--- src/verilog/mat_pkg.sv ---
`default_nettype none
package mat_pkg;
    // printed offsets 0xa0 and 0xa2: not all multiples of four, so they are indices
    localparam logic [7:0] MAT_IDX_WORD_ONE = 8'ha0;
    localparam logic [7:0] MAT_IDX_WORD_TWO = 8'ha2;
    localparam logic [31:0] MAT_ADDR_WORD_ONE = {22'h0, MAT_IDX_WORD_ONE, 2'h0};
    localparam logic [31:0] MAT_ADDR_WORD_TWO = {22'h0, MAT_IDX_WORD_TWO, 2'h0};
    localparam logic [31:0] MAT_RESET_WORD_ONE = 32'h0000_0000;
    localparam logic [31:0] MAT_RESET_WORD_TWO = 32'h0000_0000;
    localparam logic [1:0] MAT_HTRANS_NONSEQ = 2'h2;
    localparam logic [1:0] MAT_HTRANS_SEQ = 2'h3;
    localparam logic [2:0] MAT_HSIZE_WORD = 3'h2;
    localparam logic [2:0] MAT_CL_CODE_SELECT = 3'h2;
    // field positions, word one
    localparam int MAT_W1_BRAKE_EXIT_LSB = 29;
    localparam int MAT_W1_GLITCH_LSB = 27;
    localparam int MAT_W1_QUICK_SPIN = 26;
    localparam int MAT_W1_STOP_PERSIST_LSB = 24;
    localparam int MAT_W1_RUN_PERSIST_LSB = 22;
    localparam int MAT_W1_TIMEOUT_LSB = 20;
    localparam int MAT_W1_HANDOFF_LSB = 17;
    localparam int MAT_W1_BRAKE_PERSIST_LSB = 15;
    localparam int MAT_W1_PROBE_LIMIT_LSB = 13;
    localparam int MAT_W1_PROBE_REPEAT_LSB = 11;
    localparam int MAT_W1_OL_CURRENT_LSB = 8;
    localparam int MAT_W1_OL_SPEED_LSB = 6;
    localparam int MAT_W1_OL_SLEW_LSB = 3;
    localparam int MAT_W1_REV_DECEL_LSB = 0;
    // field positions, word two
    localparam int MAT_W2_UNALIGNED_ACCEL_LSB = 6;
    localparam int MAT_W2_BRAKE_SLEW_LSB = 3;
    localparam int MAT_W2_PROBE_SELECT = 2;
    localparam int MAT_W2_BACKEMF_SELECT = 1;
    localparam int MAT_W2_FINE_RES = 0;
    // glitch filter widths in ns and derived cycles at 4 ns
    localparam int MAT_CLK_PERIOD_NS = 4;
    localparam int MAT_GLITCH_1_NS = 200;
    localparam int MAT_GLITCH_2_NS = 500;
    localparam int MAT_GLITCH_3_NS = 1000;
    localparam int MAT_GLITCH_1_CYC = (MAT_GLITCH_1_NS + MAT_CLK_PERIOD_NS - 1) / MAT_CLK_PERIOD_NS;
    localparam int MAT_GLITCH_2_CYC = (MAT_GLITCH_2_NS + MAT_CLK_PERIOD_NS - 1) / MAT_CLK_PERIOD_NS;
    localparam int MAT_GLITCH_3_CYC = (MAT_GLITCH_3_NS + MAT_CLK_PERIOD_NS - 1) / MAT_CLK_PERIOD_NS;
    localparam int MAT_GLITCH_CNT_W = 8;

    typedef struct packed {
        logic [1:0] brake_exit_band;
        logic [1:0] glitch_filter;
        logic quick_spin_detect_enable;
        logic [1:0] spin_detect_stop_persist;
        logic [1:0] spin_detect_run_persist;
        logic [1:0] spin_detect_timeout;
        logic [2:0] handoff_min_backemf;
        logic [1:0] brake_low_current_persist;
        logic [2:0] reverse_openloop_decel;
        logic [3:0] unaligned_closedloop_accel;
        logic [2:0] brake_bus_current_slew;
        logic probe_fine_resolution_enable;
    } mat_algo_cfg_t;

    typedef struct packed {
        logic [1:0] probe_current_code;
        logic [1:0] probe_repeat_code;
        logic probe_from_measure;
        logic [2:0] openloop_current_code;
        logic [1:0] openloop_speed_code;
        logic [2:0] openloop_slew_code;
        logic openloop_from_measure;
    } mat_param_sel_t;

    typedef enum logic [1:0] {
        MAT_DPH_IDLE = 2'b01,
        MAT_DPH_ACTIVE = 2'b10
    } mat_dphase_t;
endpackage
`default_nettype wire

--- src/verilog/mat_algo_tuning_regs.sv ---
// Register access over AHB-Lite was decided locally.
`default_nettype none
module mat_algo_tuning_regs
    import mat_pkg::*;
(
    input wire logic hclk,
    input wire logic hresetn,
    input wire logic hsel,
    input wire logic [31:0] haddr,
    input wire logic [1:0] htrans,
    input wire logic hwrite,
    input wire logic [2:0] hsize,
    input wire logic [31:0] hwdata,
    input wire logic hready,
    output logic [31:0] hrdata,
    output logic hreadyout,
    output logic hresp,
    input wire logic speed_pin,
    input wire logic [1:0] normal_probe_current_code,
    input wire logic [1:0] normal_probe_repeat_code,
    input wire logic [2:0] normal_openloop_accel_code,
    input wire logic [2:0] normal_openloop_current_code,
    input wire logic [1:0] normal_handoff_speed_code,
    output mat_algo_cfg_t algo_cfg,
    output mat_param_sel_t param_sel,
    output logic speed_pin_filtered
);
    logic [31:0] algo_tuning_word_one;
    logic [31:0] algo_tuning_word_two;
    mat_dphase_t dphase;
    logic dph_write;
    logic [1:0] dph_reg;
    logic [1:0] next_rd_reg;
    logic sync_a;
    logic sync_b;
    logic [MAT_GLITCH_CNT_W-1:0] glitch_cnt;
    logic [MAT_GLITCH_CNT_W-1:0] glitch_limit;

    // one-hot register selector: bit 0 word one, bit 1 word two, zero unmapped
    function automatic logic [1:0] reg_decode(input logic [31:0] addr);
        logic [1:0] hit;
        hit = 2'b00;
        if (addr == MAT_ADDR_WORD_ONE) begin
            hit = 2'b01;
        end else if (addr == MAT_ADDR_WORD_TWO) begin
            hit = 2'b10;
        end
        return hit;
    endfunction

    function automatic logic [MAT_GLITCH_CNT_W-1:0] glitch_cycles(input logic [1:0] code);
        logic [MAT_GLITCH_CNT_W-1:0] c;
        case (code)
            2'h1: c = MAT_GLITCH_CNT_W'(MAT_GLITCH_1_CYC);
            2'h2: c = MAT_GLITCH_CNT_W'(MAT_GLITCH_2_CYC);
            2'h3: c = MAT_GLITCH_CNT_W'(MAT_GLITCH_3_CYC);
            default: c = '0;
        endcase
        return c;
    endfunction

    wire logic addr_valid = hsel && hready && (htrans == MAT_HTRANS_NONSEQ ||
        htrans == MAT_HTRANS_SEQ);

    // word-size accesses only decode; unmapped offsets stay inert
    always_comb begin
        next_rd_reg = 2'b00;
        if (addr_valid && hsize == MAT_HSIZE_WORD) begin
            next_rd_reg = reg_decode(haddr);
        end
    end

    always_ff @(posedge hclk or negedge hresetn) begin
        if (!hresetn) begin
            dphase <= MAT_DPH_IDLE;
            dph_write <= 1'b0;
            dph_reg <= 2'b00;
        end else begin
            dphase <= addr_valid ? MAT_DPH_ACTIVE : MAT_DPH_IDLE;
            dph_write <= addr_valid && hwrite;
            dph_reg <= next_rd_reg;
        end
    end

    wire logic wr_active = (dphase == MAT_DPH_ACTIVE) && dph_write;

    // every bit, reserved included, is plain storage
    always_ff @(posedge hclk or negedge hresetn) begin
        if (!hresetn) begin
            algo_tuning_word_one <= MAT_RESET_WORD_ONE;
        end else if (wr_active && dph_reg[0]) begin
            algo_tuning_word_one <= hwdata;
        end
    end

    always_ff @(posedge hclk or negedge hresetn) begin
        if (!hresetn) begin
            algo_tuning_word_two <= MAT_RESET_WORD_TWO;
        end else if (wr_active && dph_reg[1]) begin
            algo_tuning_word_two <= hwdata;
        end
    end

    // read data registered so hrdata comes from a flop; answer in the data phase
    // a read pipelined behind a write to the same word takes the landing data,
    // since the stored word only updates at this same edge
    always_ff @(posedge hclk or negedge hresetn) begin
        if (!hresetn) begin
            hrdata <= '0;
        end else if (addr_valid && !hwrite) begin
            if (wr_active && next_rd_reg != 2'b00 && dph_reg == next_rd_reg) begin
                hrdata <= hwdata;
            end else begin
                case (next_rd_reg)
                    2'b01: hrdata <= algo_tuning_word_one;
                    2'b10: hrdata <= algo_tuning_word_two;
                    default: hrdata <= '0;
                endcase
            end
        end
    end

    always_ff @(posedge hclk or negedge hresetn) begin
        if (!hresetn) begin
            hreadyout <= 1'b1;
            hresp <= 1'b0;
        end else begin
            hreadyout <= 1'b1;
            hresp <= 1'b0;
        end
    end

    // field outputs: registered copies, one cycle behind the stored words
    always_ff @(posedge hclk or negedge hresetn) begin
        if (!hresetn) begin
            algo_cfg <= '0;
        end else begin
            algo_cfg.brake_exit_band <= algo_tuning_word_one[MAT_W1_BRAKE_EXIT_LSB +: 2];
            algo_cfg.glitch_filter <= algo_tuning_word_one[MAT_W1_GLITCH_LSB +: 2];
            algo_cfg.quick_spin_detect_enable <= algo_tuning_word_one[MAT_W1_QUICK_SPIN];
            algo_cfg.spin_detect_stop_persist <=
                algo_tuning_word_one[MAT_W1_STOP_PERSIST_LSB +: 2];
            algo_cfg.spin_detect_run_persist <=
                algo_tuning_word_one[MAT_W1_RUN_PERSIST_LSB +: 2];
            algo_cfg.spin_detect_timeout <= algo_tuning_word_one[MAT_W1_TIMEOUT_LSB +: 2];
            algo_cfg.handoff_min_backemf <= algo_tuning_word_one[MAT_W1_HANDOFF_LSB +: 3];
            algo_cfg.brake_low_current_persist <=
                algo_tuning_word_one[MAT_W1_BRAKE_PERSIST_LSB +: 2];
            algo_cfg.reverse_openloop_decel <=
                algo_tuning_word_one[MAT_W1_REV_DECEL_LSB +: 3];
            algo_cfg.unaligned_closedloop_accel <=
                algo_tuning_word_two[MAT_W2_UNALIGNED_ACCEL_LSB +: 4];
            algo_cfg.brake_bus_current_slew <=
                algo_tuning_word_two[MAT_W2_BRAKE_SLEW_LSB +: 3];
            algo_cfg.probe_fine_resolution_enable <= algo_tuning_word_two[MAT_W2_FINE_RES];
        end
    end

    // parameter-set muxes: measurement fields or the normal-operation inputs
    always_ff @(posedge hclk or negedge hresetn) begin
        if (!hresetn) begin
            param_sel <= '0;
        end else begin
            param_sel.probe_from_measure <= algo_tuning_word_two[MAT_W2_PROBE_SELECT];
            param_sel.openloop_from_measure <= algo_tuning_word_two[MAT_W2_BACKEMF_SELECT];
            if (algo_tuning_word_two[MAT_W2_PROBE_SELECT]) begin
                param_sel.probe_current_code <=
                    algo_tuning_word_one[MAT_W1_PROBE_LIMIT_LSB +: 2];
                param_sel.probe_repeat_code <=
                    algo_tuning_word_one[MAT_W1_PROBE_REPEAT_LSB +: 2];
            end else begin
                param_sel.probe_current_code <= normal_probe_current_code;
                param_sel.probe_repeat_code <= normal_probe_repeat_code;
            end
            if (algo_tuning_word_two[MAT_W2_BACKEMF_SELECT]) begin
                // reserved current codes pass through unchanged; consumer must not use them
                param_sel.openloop_current_code <=
                    algo_tuning_word_one[MAT_W1_OL_CURRENT_LSB +: 3];
                param_sel.openloop_speed_code <=
                    algo_tuning_word_one[MAT_W1_OL_SPEED_LSB +: 2];
                param_sel.openloop_slew_code <=
                    algo_tuning_word_one[MAT_W1_OL_SLEW_LSB +: 3];
            end else begin
                param_sel.openloop_current_code <= normal_openloop_current_code;
                param_sel.openloop_speed_code <= normal_handoff_speed_code;
                param_sel.openloop_slew_code <= normal_openloop_accel_code;
            end
        end
    end

    // speed pin: two-flop synchroniser, then a width filter
    always_ff @(posedge hclk or negedge hresetn) begin
        if (!hresetn) begin
            sync_a <= 1'b0;
            sync_b <= 1'b0;
        end else begin
            sync_a <= speed_pin;
            sync_b <= sync_a;
        end
    end

    assign glitch_limit = glitch_cycles(algo_tuning_word_one[MAT_W1_GLITCH_LSB +: 2]);

    // a new level is accepted only after it stands the full filter width
    always_ff @(posedge hclk or negedge hresetn) begin
        if (!hresetn) begin
            glitch_cnt <= '0;
            speed_pin_filtered <= 1'b0;
        end else if (sync_b == speed_pin_filtered) begin
            glitch_cnt <= '0;
        end else if (glitch_cnt >= glitch_limit) begin
            glitch_cnt <= '0;
            speed_pin_filtered <= sync_b;
        end else begin
            glitch_cnt <= glitch_cnt + 1'b1;
        end
    end
endmodule
`default_nettype wire

--- config.mk ---
export PLATFORM = sky130hd
export DESIGN_NAME = mat_algo_tuning_regs
export DESIGN_NICKNAME = d
export VERILOG_FILES = /design/src/verilog/mat_pkg.sv /design/src/verilog/mat_algo_tuning_regs.sv
export SDC_FILE = /design/constraint.sdc
export NUM_CORES = 1
export LEC_CHECK = 0
export BUFFER_PORTS_ARGS = -buffer_cell sky130_fd_sc_hd__clkbuf_2
export CORE_MARGIN = 5
export CORE_UTILIZATION = 55
export CTS_BUF_LIST = sky130_fd_sc_hd__clkbuf_8
export DETAILED_ROUTE_END_ITERATION = 8
export PLACE_DENSITY = 0.81
export SLEW_MARGIN = 0
export SYNTH_ARGS = -nofsm -noshare
export SYNTH_HDL_FRONTEND = slang
export SYNTH_SLANG_ARGS = --single-unit
--- constraint.sdc ---
create_clock -name hclk -period 2.6 [get_ports hclk]
set_clock_uncertainty 0.2 [all_clocks]
set_input_delay 0.78 -clock hclk [delete_from_list [all_inputs] [get_ports hclk]]
set_output_delay 0.78 -clock hclk [all_outputs]
set_load 0.005 [all_outputs]
# ---- Word-level counts from Yosys, hierarchy flattened
# Index checks and enable logic that the tools add are counted.
dict set report totals {
  regBits 153
  elab_cells 70
  output_inout_bits 76
}
dict set report classes {
  order_cmp 1
  eq_ne 13
  n_reduce_logical 14
  n_bitwise 1
  n_mux 11
  add_sub_neg 1
}
# operator count
set op_table {}
lappend op_table {{equality test 32 x 10 -> 1 bit, second input constant} 2}
lappend op_table {{case mux 32 bit (2 select lines)} 1}
lappend op_table {{2-to-1 mux 32 bit} 1}
lappend op_table {{2-to-1 mux 8 bit} 3}
lappend op_table {{case mux 8 bit (3 select lines)} 1}
lappend op_table {{equality test 2 bit, second input constant} 6}
lappend op_table {{logical AND 1 bit} 10}
lappend op_table {{adder 8 x 1 -> 8 bit, second input constant} 1}
lappend op_table {{>= comparator 8 bit} 1}
lappend op_table {{2-to-1 mux 2 bit} 4}
lappend op_table {{equality test 2 x 1 -> 1 bit, second input constant} 2}
lappend op_table {{2-to-1 mux 4 bit} 1}
lappend op_table {{equality test 3 x 2 -> 1 bit, second input constant} 1}
lappend op_table {{equality test 2 bit} 1}
lappend op_table {{AND reduction 2 bit} 1}
lappend op_table {{nonzero test 2 bit} 1}
lappend op_table {{equality test 1 bit} 1}
lappend op_table {{zero test 1 bit} 1}
lappend op_table {{logical OR 1 bit} 1}
lappend op_table {{NOT 1 bit} 1}

# ---- Depth between registers and ports, before layout
# Gate-level depths: netlist of the first run.
dict set report logic_depth {
  ltp_word 9
  depth_mapped 10
}

# ---- Least setup slack after synthesis of the first run
# Ideal clock, no wire load.
dict set report synth_timing {
  kind {input -> register}
  startpoint {in haddr[18]}
  endpoint {reg hrdata[10]}
  arrival_time_ps 2764
  stages 10
  setup_slack_ps -505
  n_path_buf 1
  t_required_ps 2259
  cell_sequence {nor4_2 -> nand4_1 -> nor3_2 -> or2b_1 -> ha_1 -> nor4_1 -> mux2i_1 -> buf_2 -> nand3_1 -> a31oi_1}
}
dict set report synth_via {
  elab_chain_len 8
  word_cells_on_any_way 13
  cone_classes {5 x eq/ne; 5 x mux; 3 x reduce/logical}
}
# element line_no
set synth_lines {}
lappend synth_lines {{start: declaration} mat_algo_tuning_regs.sv:9} ;# input wire logic [31:0] haddr,
lappend synth_lines {{equality test 32 x 10 -> 1 bit} mat_algo_tuning_regs.sv:45} ;# end else if (addr == MAT_ADDR_WORD_TWO) begin
lappend synth_lines {{2-to-1 mux 2 bit} mat_algo_tuning_regs.sv:45}
lappend synth_lines {{2-to-1 mux 2 bit *} mat_algo_tuning_regs.sv:43} ;# if (addr == MAT_ADDR_WORD_ONE) begin
lappend synth_lines {{2-to-1 mux 2 bit *} mat_algo_tuning_regs.sv:68} ;# if (addr_valid && hsize == MAT_HSIZE_WORD) begin
lappend synth_lines {{parallel branches: the longest is 3 deep, another holds case mux 32 bit (2 select lines)} -}
lappend synth_lines {{2-to-1 mux 32 bit *} mat_algo_tuning_regs.sv:111} ;# if (wr_active && next_rd_reg != 2'b00 && dph_reg == next_rd_reg) begin
lappend synth_lines {{end signal: assignment} mat_algo_tuning_regs.sv:112} ;# hrdata <= hwdata;
lappend synth_lines {{end signal: assignment} mat_algo_tuning_regs.sv:115} ;# 2'b01: hrdata <= algo_tuning_word_one;
lappend synth_lines {{end signal: assignment} mat_algo_tuning_regs.sv:116} ;# 2'b10: hrdata <= algo_tuning_word_two;
lappend synth_lines {{end: declaration} mat_algo_tuning_regs.sv:15} ;# output logic [31:0] hrdata,
# Mark *: on every way between the ends.
# A chain may end at the register's enable or synchronous reset.

# ---- Worst setup path in the final report of the first run
dict set report layout_timing {
  startpoint {in haddr[21]}
  endpoint {reg hrdata[17]}
}
# Same word-level chain as after synthesis.

==> reports/metrics.csv, run 1 <==
metric,value,unit
area of the mapped netlist,6335,sq um
clk sinks,153,
CTS Buffer Depth,2,
relative slew slack,60.63,%
Worst Max-Slew Pin Slew,0.5879,ns
kind of critical path,in -> reg,
fin cells,838,
Vias/cell,5.564,
initial antenna violation count,0,
ratio of cells with drive above 1 in the final layout,45.18,%
sequential-to-total area share from yosys stat,60.46,%
Iter 0 DRT Violations,300,
"Cell Area, Placed",7571,sq um
adder-cell share of the synthesized area,2.370,%
P&R area growth vs syn,27.61,%
worst hold slack,0.05918,ns
Post-CTS Hold Fix Bufs,0,
Async SR Flop Fraction,100.0,%
drt pass-1 iters,5,
multi-input logic area,2451,sq um
minimum clock period,2.797,ns
number of flops mapped to enable cells by yosys,0,
number of distinct library cells after synthesis,36,
post-synth net total,606,
Post-Route WL,15.16,mm
RSZ-0062 raised after global routing,yes,
CP top delay family,simple AND/OR/NAND/NOR gates,
largest registers,"algo_tuning_word_one: 32 flops, algo_tuning_word_two: 32 flops, hrdata: 32 flops",
DRC viols,0,
most common cell in the synthesized netlist,dfrtp_1,
GRT Util Overall,22.98,%
status,"complete, but fails checks",
post-synthesis mux area share,14.08,%
CTS H-tree depth,4,
vias,4663,
# rows,39,
"slowest stage delay, CP",0.32,ns
full die area,13760,sq um
crit path launch type,input pin,
Syn. warnings,0,
CP max-delay cell,or2b_4,
total chip power,5.267,mW
"top cells by count, synth","152 x dfrtp_1, 77 x mux2_2, 44 x nor2_1",
synthesized flop and latch total,153,
worst hold path class,in -> async,
"top cells by area, synth","dfrtp_1 60%, mux2_2 14%, a22o_1 4.4%",
CTS tree,done,
placed insts,805,
largest net degree at the start of global routing,50,
fill cell count,802,
Worst EP required,2.77,ns
Reg power frac,51.8,%
maximum VDD drop,0.4502,mV
largest family of logic cells by synthesized area,multiplexers,
DP Wirelength,10.73,mm
Storage cell area,3830,sq um
fin area,8084,sq um
grt ovf,0,
antenna diode count,0,
crit-path cells,"clkbuf_2, nor4_4, nand4_1, nor3_4, or2b_4, ha_4, nor4_4, mux2_4, buf_12, nand2_1, a31oi_1",
Fin. Hold Viols,0,
sw power,1.291,mW
Buf/Inv on CP,2,
final setup margin,-0.1969,ns
Setup TNS Final,-4.118,ns
post-synthesis xor/xnor area fraction,0.9678,%
Placement Setup Slack,-0.7202,ns
CTS buffer count,17,
crit path max fanout,19,
Mapped Cells,507,
combinational power share,11.3,%
clk slew on worst S/H paths,0.08,ns
FMAX,0.3575,GHz
Die X,117.3,um
LEAKAGE,3.749,nW
Simple-Gate Fraction of Synth Area,10.59,%
area fraction of the dominant cell type after synthesis,60.04,%
Core ar.,11370,sq um
internal power,3.977,mW
largest area contributor in the netlist,dfrtp_1,
nets,781,
Critical Path Sink Type,flop,
Port Buffer Count,159,
Initial Utilization,55.72,%
post-layout util,71.10,%
Final setup viols,32,
io pins,163,
routability congestion estimate,0.7691,
first-pass GRT wire length,25.60,mm
clk_lat worst skew,0.45,ns
DRT antenna net count,0,
violated checks,setup timing,
pwr dens,651.6,nW/um^2
max_cap viols,0,
"Slew Viols, Final",0,
post-route clock period utilization,107.6,%
DR WL/cell,18.09,um
worst path arrival time,2.97,ns
die height,117.3,um
Synth Area in Compound Gates,8.513,%
Synth Area per Inst,12.49,sq um
clock share of power,37.0,%
CTS root buf,clkbuf_8,
main flop type after synthesis,dfrtp_1,
"Top cell by count, worst path",nor4_4,
Net Sw Frac,24.50,%
vias in the first global route,5124,
## final timing paths
check | from | to | slack, ns | depth (start not counted)
min in group hclk | sync_a$_DFF_PN0_ | sync_b$_DFF_PN0_ | 0.15 | 0
min | hresetn | algo_cfg[19]$_DFF_PN0_ | 0.06 | 1
max in group asynchronous | hresetn | dphase[0]$_DFF_PN1_ | 1.50 | 2
max | haddr[21] | hrdata[17]$_DFFE_PN0P_ | -0.20 | 11
max reg2reg | algo_tuning_word_one[28]$_DFFE_PN0P_ | speed_pin_filtered$_DFFE_PN0P_ | 0.20 | 7
min reg2reg | sync_a$_DFF_PN0_ | sync_b$_DFF_PN0_ | 0.15 | 0
## layout make-up
class / count / area share [%]
repair buffers: 186 / 14.22
clock inverters: 13 / 2.167
multi-input cells: 314 / 30.32
inverters: 10 / 0.4643
flip-flops and latches: 153 / 47.38
clock buffers: 19 / 3.235
well taps: 143 / 2.213
## layout by cell type (no fill, tap or decap), types with 3 or more instances in the layout
| cell | netlist | routed |
|---|---|---|
| nand2_1 | 39 | 37 |
| nor4_4 | 0 | 3 |
| a22o_1 | 32 | 32 |
| and3_1 | 4 | 4 |
| a31oi_1 | 33 | 31 |
| ha_1 | 12 | 10 |
| clkbuf_2 | 0 | 158 |
| buf_4 | 2 | 15 |
| mux2_2 | 77 | 77 |
| clkinvlp_4 | 0 | 4 |
| buf_12 | 0 | 11 |
| clkinv_2 | 0 | 5 |
| clkbuf_8 | 0 | 19 |
| dfrtp_1 | 152 | 152 |
| a21o_1 | 3 | 3 |
| xor2_1 | 6 | 6 |
| nand3_1 | 37 | 37 |
| inv_1 | 10 | 10 |
| nor2_1 | 44 | 43 |
| bufinv_16 | 0 | 4 |
## cell families (layout without fill, tap and decap cells)
logic type / after synthesis / count (layout)
flops: 153 / 153
fa+ha+maj: 12 / 12
other cells: 2 / 2
simple gates: 142 / 142
buf+inv: 40 / 228
mux: 79 / 79
compound gates: 72 / 72
xor+xnor: 7 / 7
## power groups by stage
stage	Clock, mW	Sequential [mW]	Combinational (mW)
final	1.95	2.73	0.594
after global routing	2.10	2.76	0.667
after CTS	1.99	2.73	0.602
after detailed placement	0	2.77	0.599
after global placement	0	2.76	0.568
after floorplan	0	2.75	0.243
## repair_timing
| action | in CTS | in global routing |
|---|---|---|
| endpoints found under the hold margin | 0 | 0 |
| pin swaps | 2 | 3 |
| buffers inserted | 1 | 0 |
| setup endpoints to repair | 32 | 32 |
| gates resized for setup | 7 | 6 |
## per-layer routing
| metal | global-route usage [%] | share of wire [%] | wire [um] | up-vias |
|---|---|---|---|---|
| met3 | 7.700 | 7.3 | 1105 | 28 |
| met5 | 0 | 0 | 0 | - |
| li1 | - | - | - | 2154 |
| met2 | 38.68 | 53 | 7963 | 167 |
| met4 | 9.065 | 2.0 | 298 | 0 |
| met1 | 27.13 | 38 | 5795 | 2314 |
(Power assumes the default switching activity.)
==> inputs of run 2 (changes only) <==
- BUFFER_PORTS_ARGS: -buffer_cell sky130_fd_sc_hd__clkbuf_2 -> -buffer_cell sky130_fd_sc_hd__buf_2
==> run 2 against run 1 <==
The run still ends with setup timing left. Die area is the same. Setup slack lost 0.028 ns. Routed wire length grew 6.4%. Final cell count grew 0.72%. Non-clock buffer count grew 6. Fmax shrank 0.99%. Largest power group unchanged.
==> reports/metrics.csv, run 2 (same netlist as run 1, synthesis figures left out) <==
metric,value,unit,change
status,"complete, but fails checks",,unchanged
violated checks,setup timing,,unchanged
first element of the critical path,haddr[27],,was haddr[21]
Worst EP required,2.72,ns,was 2.77 ns
worst path arrival time,2.95,ns,was 2.97 ns
CTS tree,done,,unchanged
CTS H-tree depth,4,,unchanged
full die area,13760,sq um,unchanged
io pins,163,,unchanged
CTS Buffer Depth,2,,unchanged
worst hold path class,in -> async,,unchanged
Fin. Hold Viols,0,,unchanged
crit path max fanout,7,,was 19
most frequent cells in the layout,"151 x dfrtp_1, 147 x buf_2, 77 x mux2_2",,"was 158 x clkbuf_2, 152 x dfrtp_1, 77 x mux2_2"
Storage cell area,3831,sq um,was 3830 sq um
Final setup viols,32,,unchanged
RSZ-0062 raised after global routing,yes,,unchanged
total chip power,5.260,mW,was 5.267 mW
relative slew slack,57.52,%,was 60.63%
Worst Max-Slew Pin Slew,0.6345,ns,was 0.5879 ns
"Slew Viols, Final",0,,unchanged
Die X,117.3,um,unchanged
# rows,39,,unchanged
vias in the first global route,5197,,was 5124
reg2reg start,algo_tuning_word_one[28]$_DFFE_PN0P_,,unchanged
routability congestion estimate,0.7907,,was 0.7691
FMAX,0.3540,GHz,was 0.3575 GHz
drt pass-1 iters,4,,was 5
R2R setup slack,0.21,ns,was 0.20 ns
CTS root buf,clkbuf_8,,unchanged
grt ovf,0,,unchanged
DR WL/cell,19.11,um,was 18.09 um
pwr dens,625.5,nW/um^2,was 651.6 nW/um^2
Vias/cell,5.633,,was 5.564
fin area,8409,sq um,was 8084 sq um
clk slew on worst S/H paths,0.09,ns,was 0.08 ns
nets,787,,was 781
largest registers,"algo_tuning_word_one: 32 flops, algo_tuning_word_two: 32 flops, hrdata: 32 flops",,unchanged
minimum clock period,2.825,ns,was 2.797 ns
ratio of cells with drive above 1 in the final layout,50.50,%,was 45.18%
final setup margin,-0.2250,ns,was -0.1969 ns
maximum VDD drop,0.4190,mV,was 0.4502 mV
P&R area growth vs syn,32.75,%,was 27.61%
fill cell count,768,,was 802
"commonest non-fill, non-tap cell in the layout",dfrtp_1,,was clkbuf_2
clk_lat worst skew,0.45,ns,about the same
DP Wirelength,10.79,mm,was 10.73 mm
Port Buffer Count,159,,unchanged
LEAKAGE,3.791,nW,was 3.749 nW
multi-input logic area,2654,sq um,was 2451 sq um
CTS buffer count,17,,unchanged
Critical Path Sink Type,flop,,unchanged
clk sinks,153,,unchanged
Post-CTS Hold Fix Bufs,0,,unchanged
antenna diode count,0,,unchanged
post-layout util,73.96,%,was 71.10%
DRT antenna net count,0,,unchanged
initial antenna violation count,0,,unchanged
DRC viols,0,,unchanged
crit path launch type,input pin,,unchanged
Setup TNS Final,-6.028,ns,was -4.118 ns
post-route clock period utilization,108.7,%,was 107.6%
Post-Route WL,16.13,mm,was 15.16 mm
"Cell Area, Placed",7561,sq um,was 7571 sq um
largest net degree at the start of global routing,46,,was 50
GRT Util Overall,23.46,%,was 22.98%
Iter 0 DRT Violations,314,,was 300
die height,117.3,um,unchanged
kind of critical path,in -> reg,,unchanged
vias,4754,,was 4663
Core ar.,11370,sq um,unchanged
Initial Utilization,55.72,%,unchanged
max_cap viols,0,,unchanged
first-pass GRT wire length,26.11,mm,was 25.60 mm
run 2: area by class of cell:
type | count | share of cell area (%)
clock buffers | 21 | 3.437
multi-input cells | 314 | 31.56
flip-flops and latches | 153 | 45.56
inverters | 10 | 0.4464
clock inverters | 11 | 1.711
repair buffers | 192 | 15.16
well taps | 143 | 2.128
run 2: metal layers:
metal  global-route usage [%]  share of wire (%)
met3                    6.689                7.0
met5                        0                  0
met2                    40.77                 53
met1                    27.90                 38
met4                    7.904                1.6
run 2: worst max-delay path, cell delays in order:
cell       delay, ns
buf_6           0.10
nor4_4          0.27
nand4_1         0.20
nor3_4          0.26
or2b_1          0.30
ha_4            0.20
a211oi_4        0.18
buf_4           0.16
mux2i_4         0.12
clkbuf_16       0.20
nand3_1         0.08
a31oi_1         0.09
run 2: power by group:
group          internal [mW]  total [mW]  leakage (nW)  switching [mW]
Sequential              2.59        2.72          1.82           0.134
Combinational          0.319       0.618          1.77           0.299
Clock                   1.05        1.92         0.210           0.875
run 2: final timing paths:
kind / to / cells after the start
setup / recovery: hrdata[0]$_DFFE_PN0P_ / 12
hold / removal: algo_tuning_word_one[29]$_DFFE_PN0P_ / 1
setup reg to reg: glitch_cnt[3]$_DFF_PN0_ / 7
hold reg to reg: sync_b$_DFF_PN0_ / 0
max in group asynchronous: dphase[0]$_DFF_PN1_ / 2
min in group hclk: sync_b$_DFF_PN0_ / 0
run 2: timing repair:
| action | in CTS | in global routing |
|---|---|---|
| setup endpoints to repair | 32 | 33 |
| gates cloned | 3 | 1 |
| buffers inserted | 1 | 0 |
| pin swaps | 10 | 40 |
| resized for setup | 39 | 32 |
run 2: metrics by stage:
stage	instances	hold slack, ns	worst slack (ns)
floorplan	507	0.1312	-0.3339
detailed placement	807	0.1490	-0.7929
CTS	843	0.04515	-0.1686
finish	844	0.05448	-0.2250
global placement	807	0.1332	-0.5825
global route	844	0.06455	-0.2971
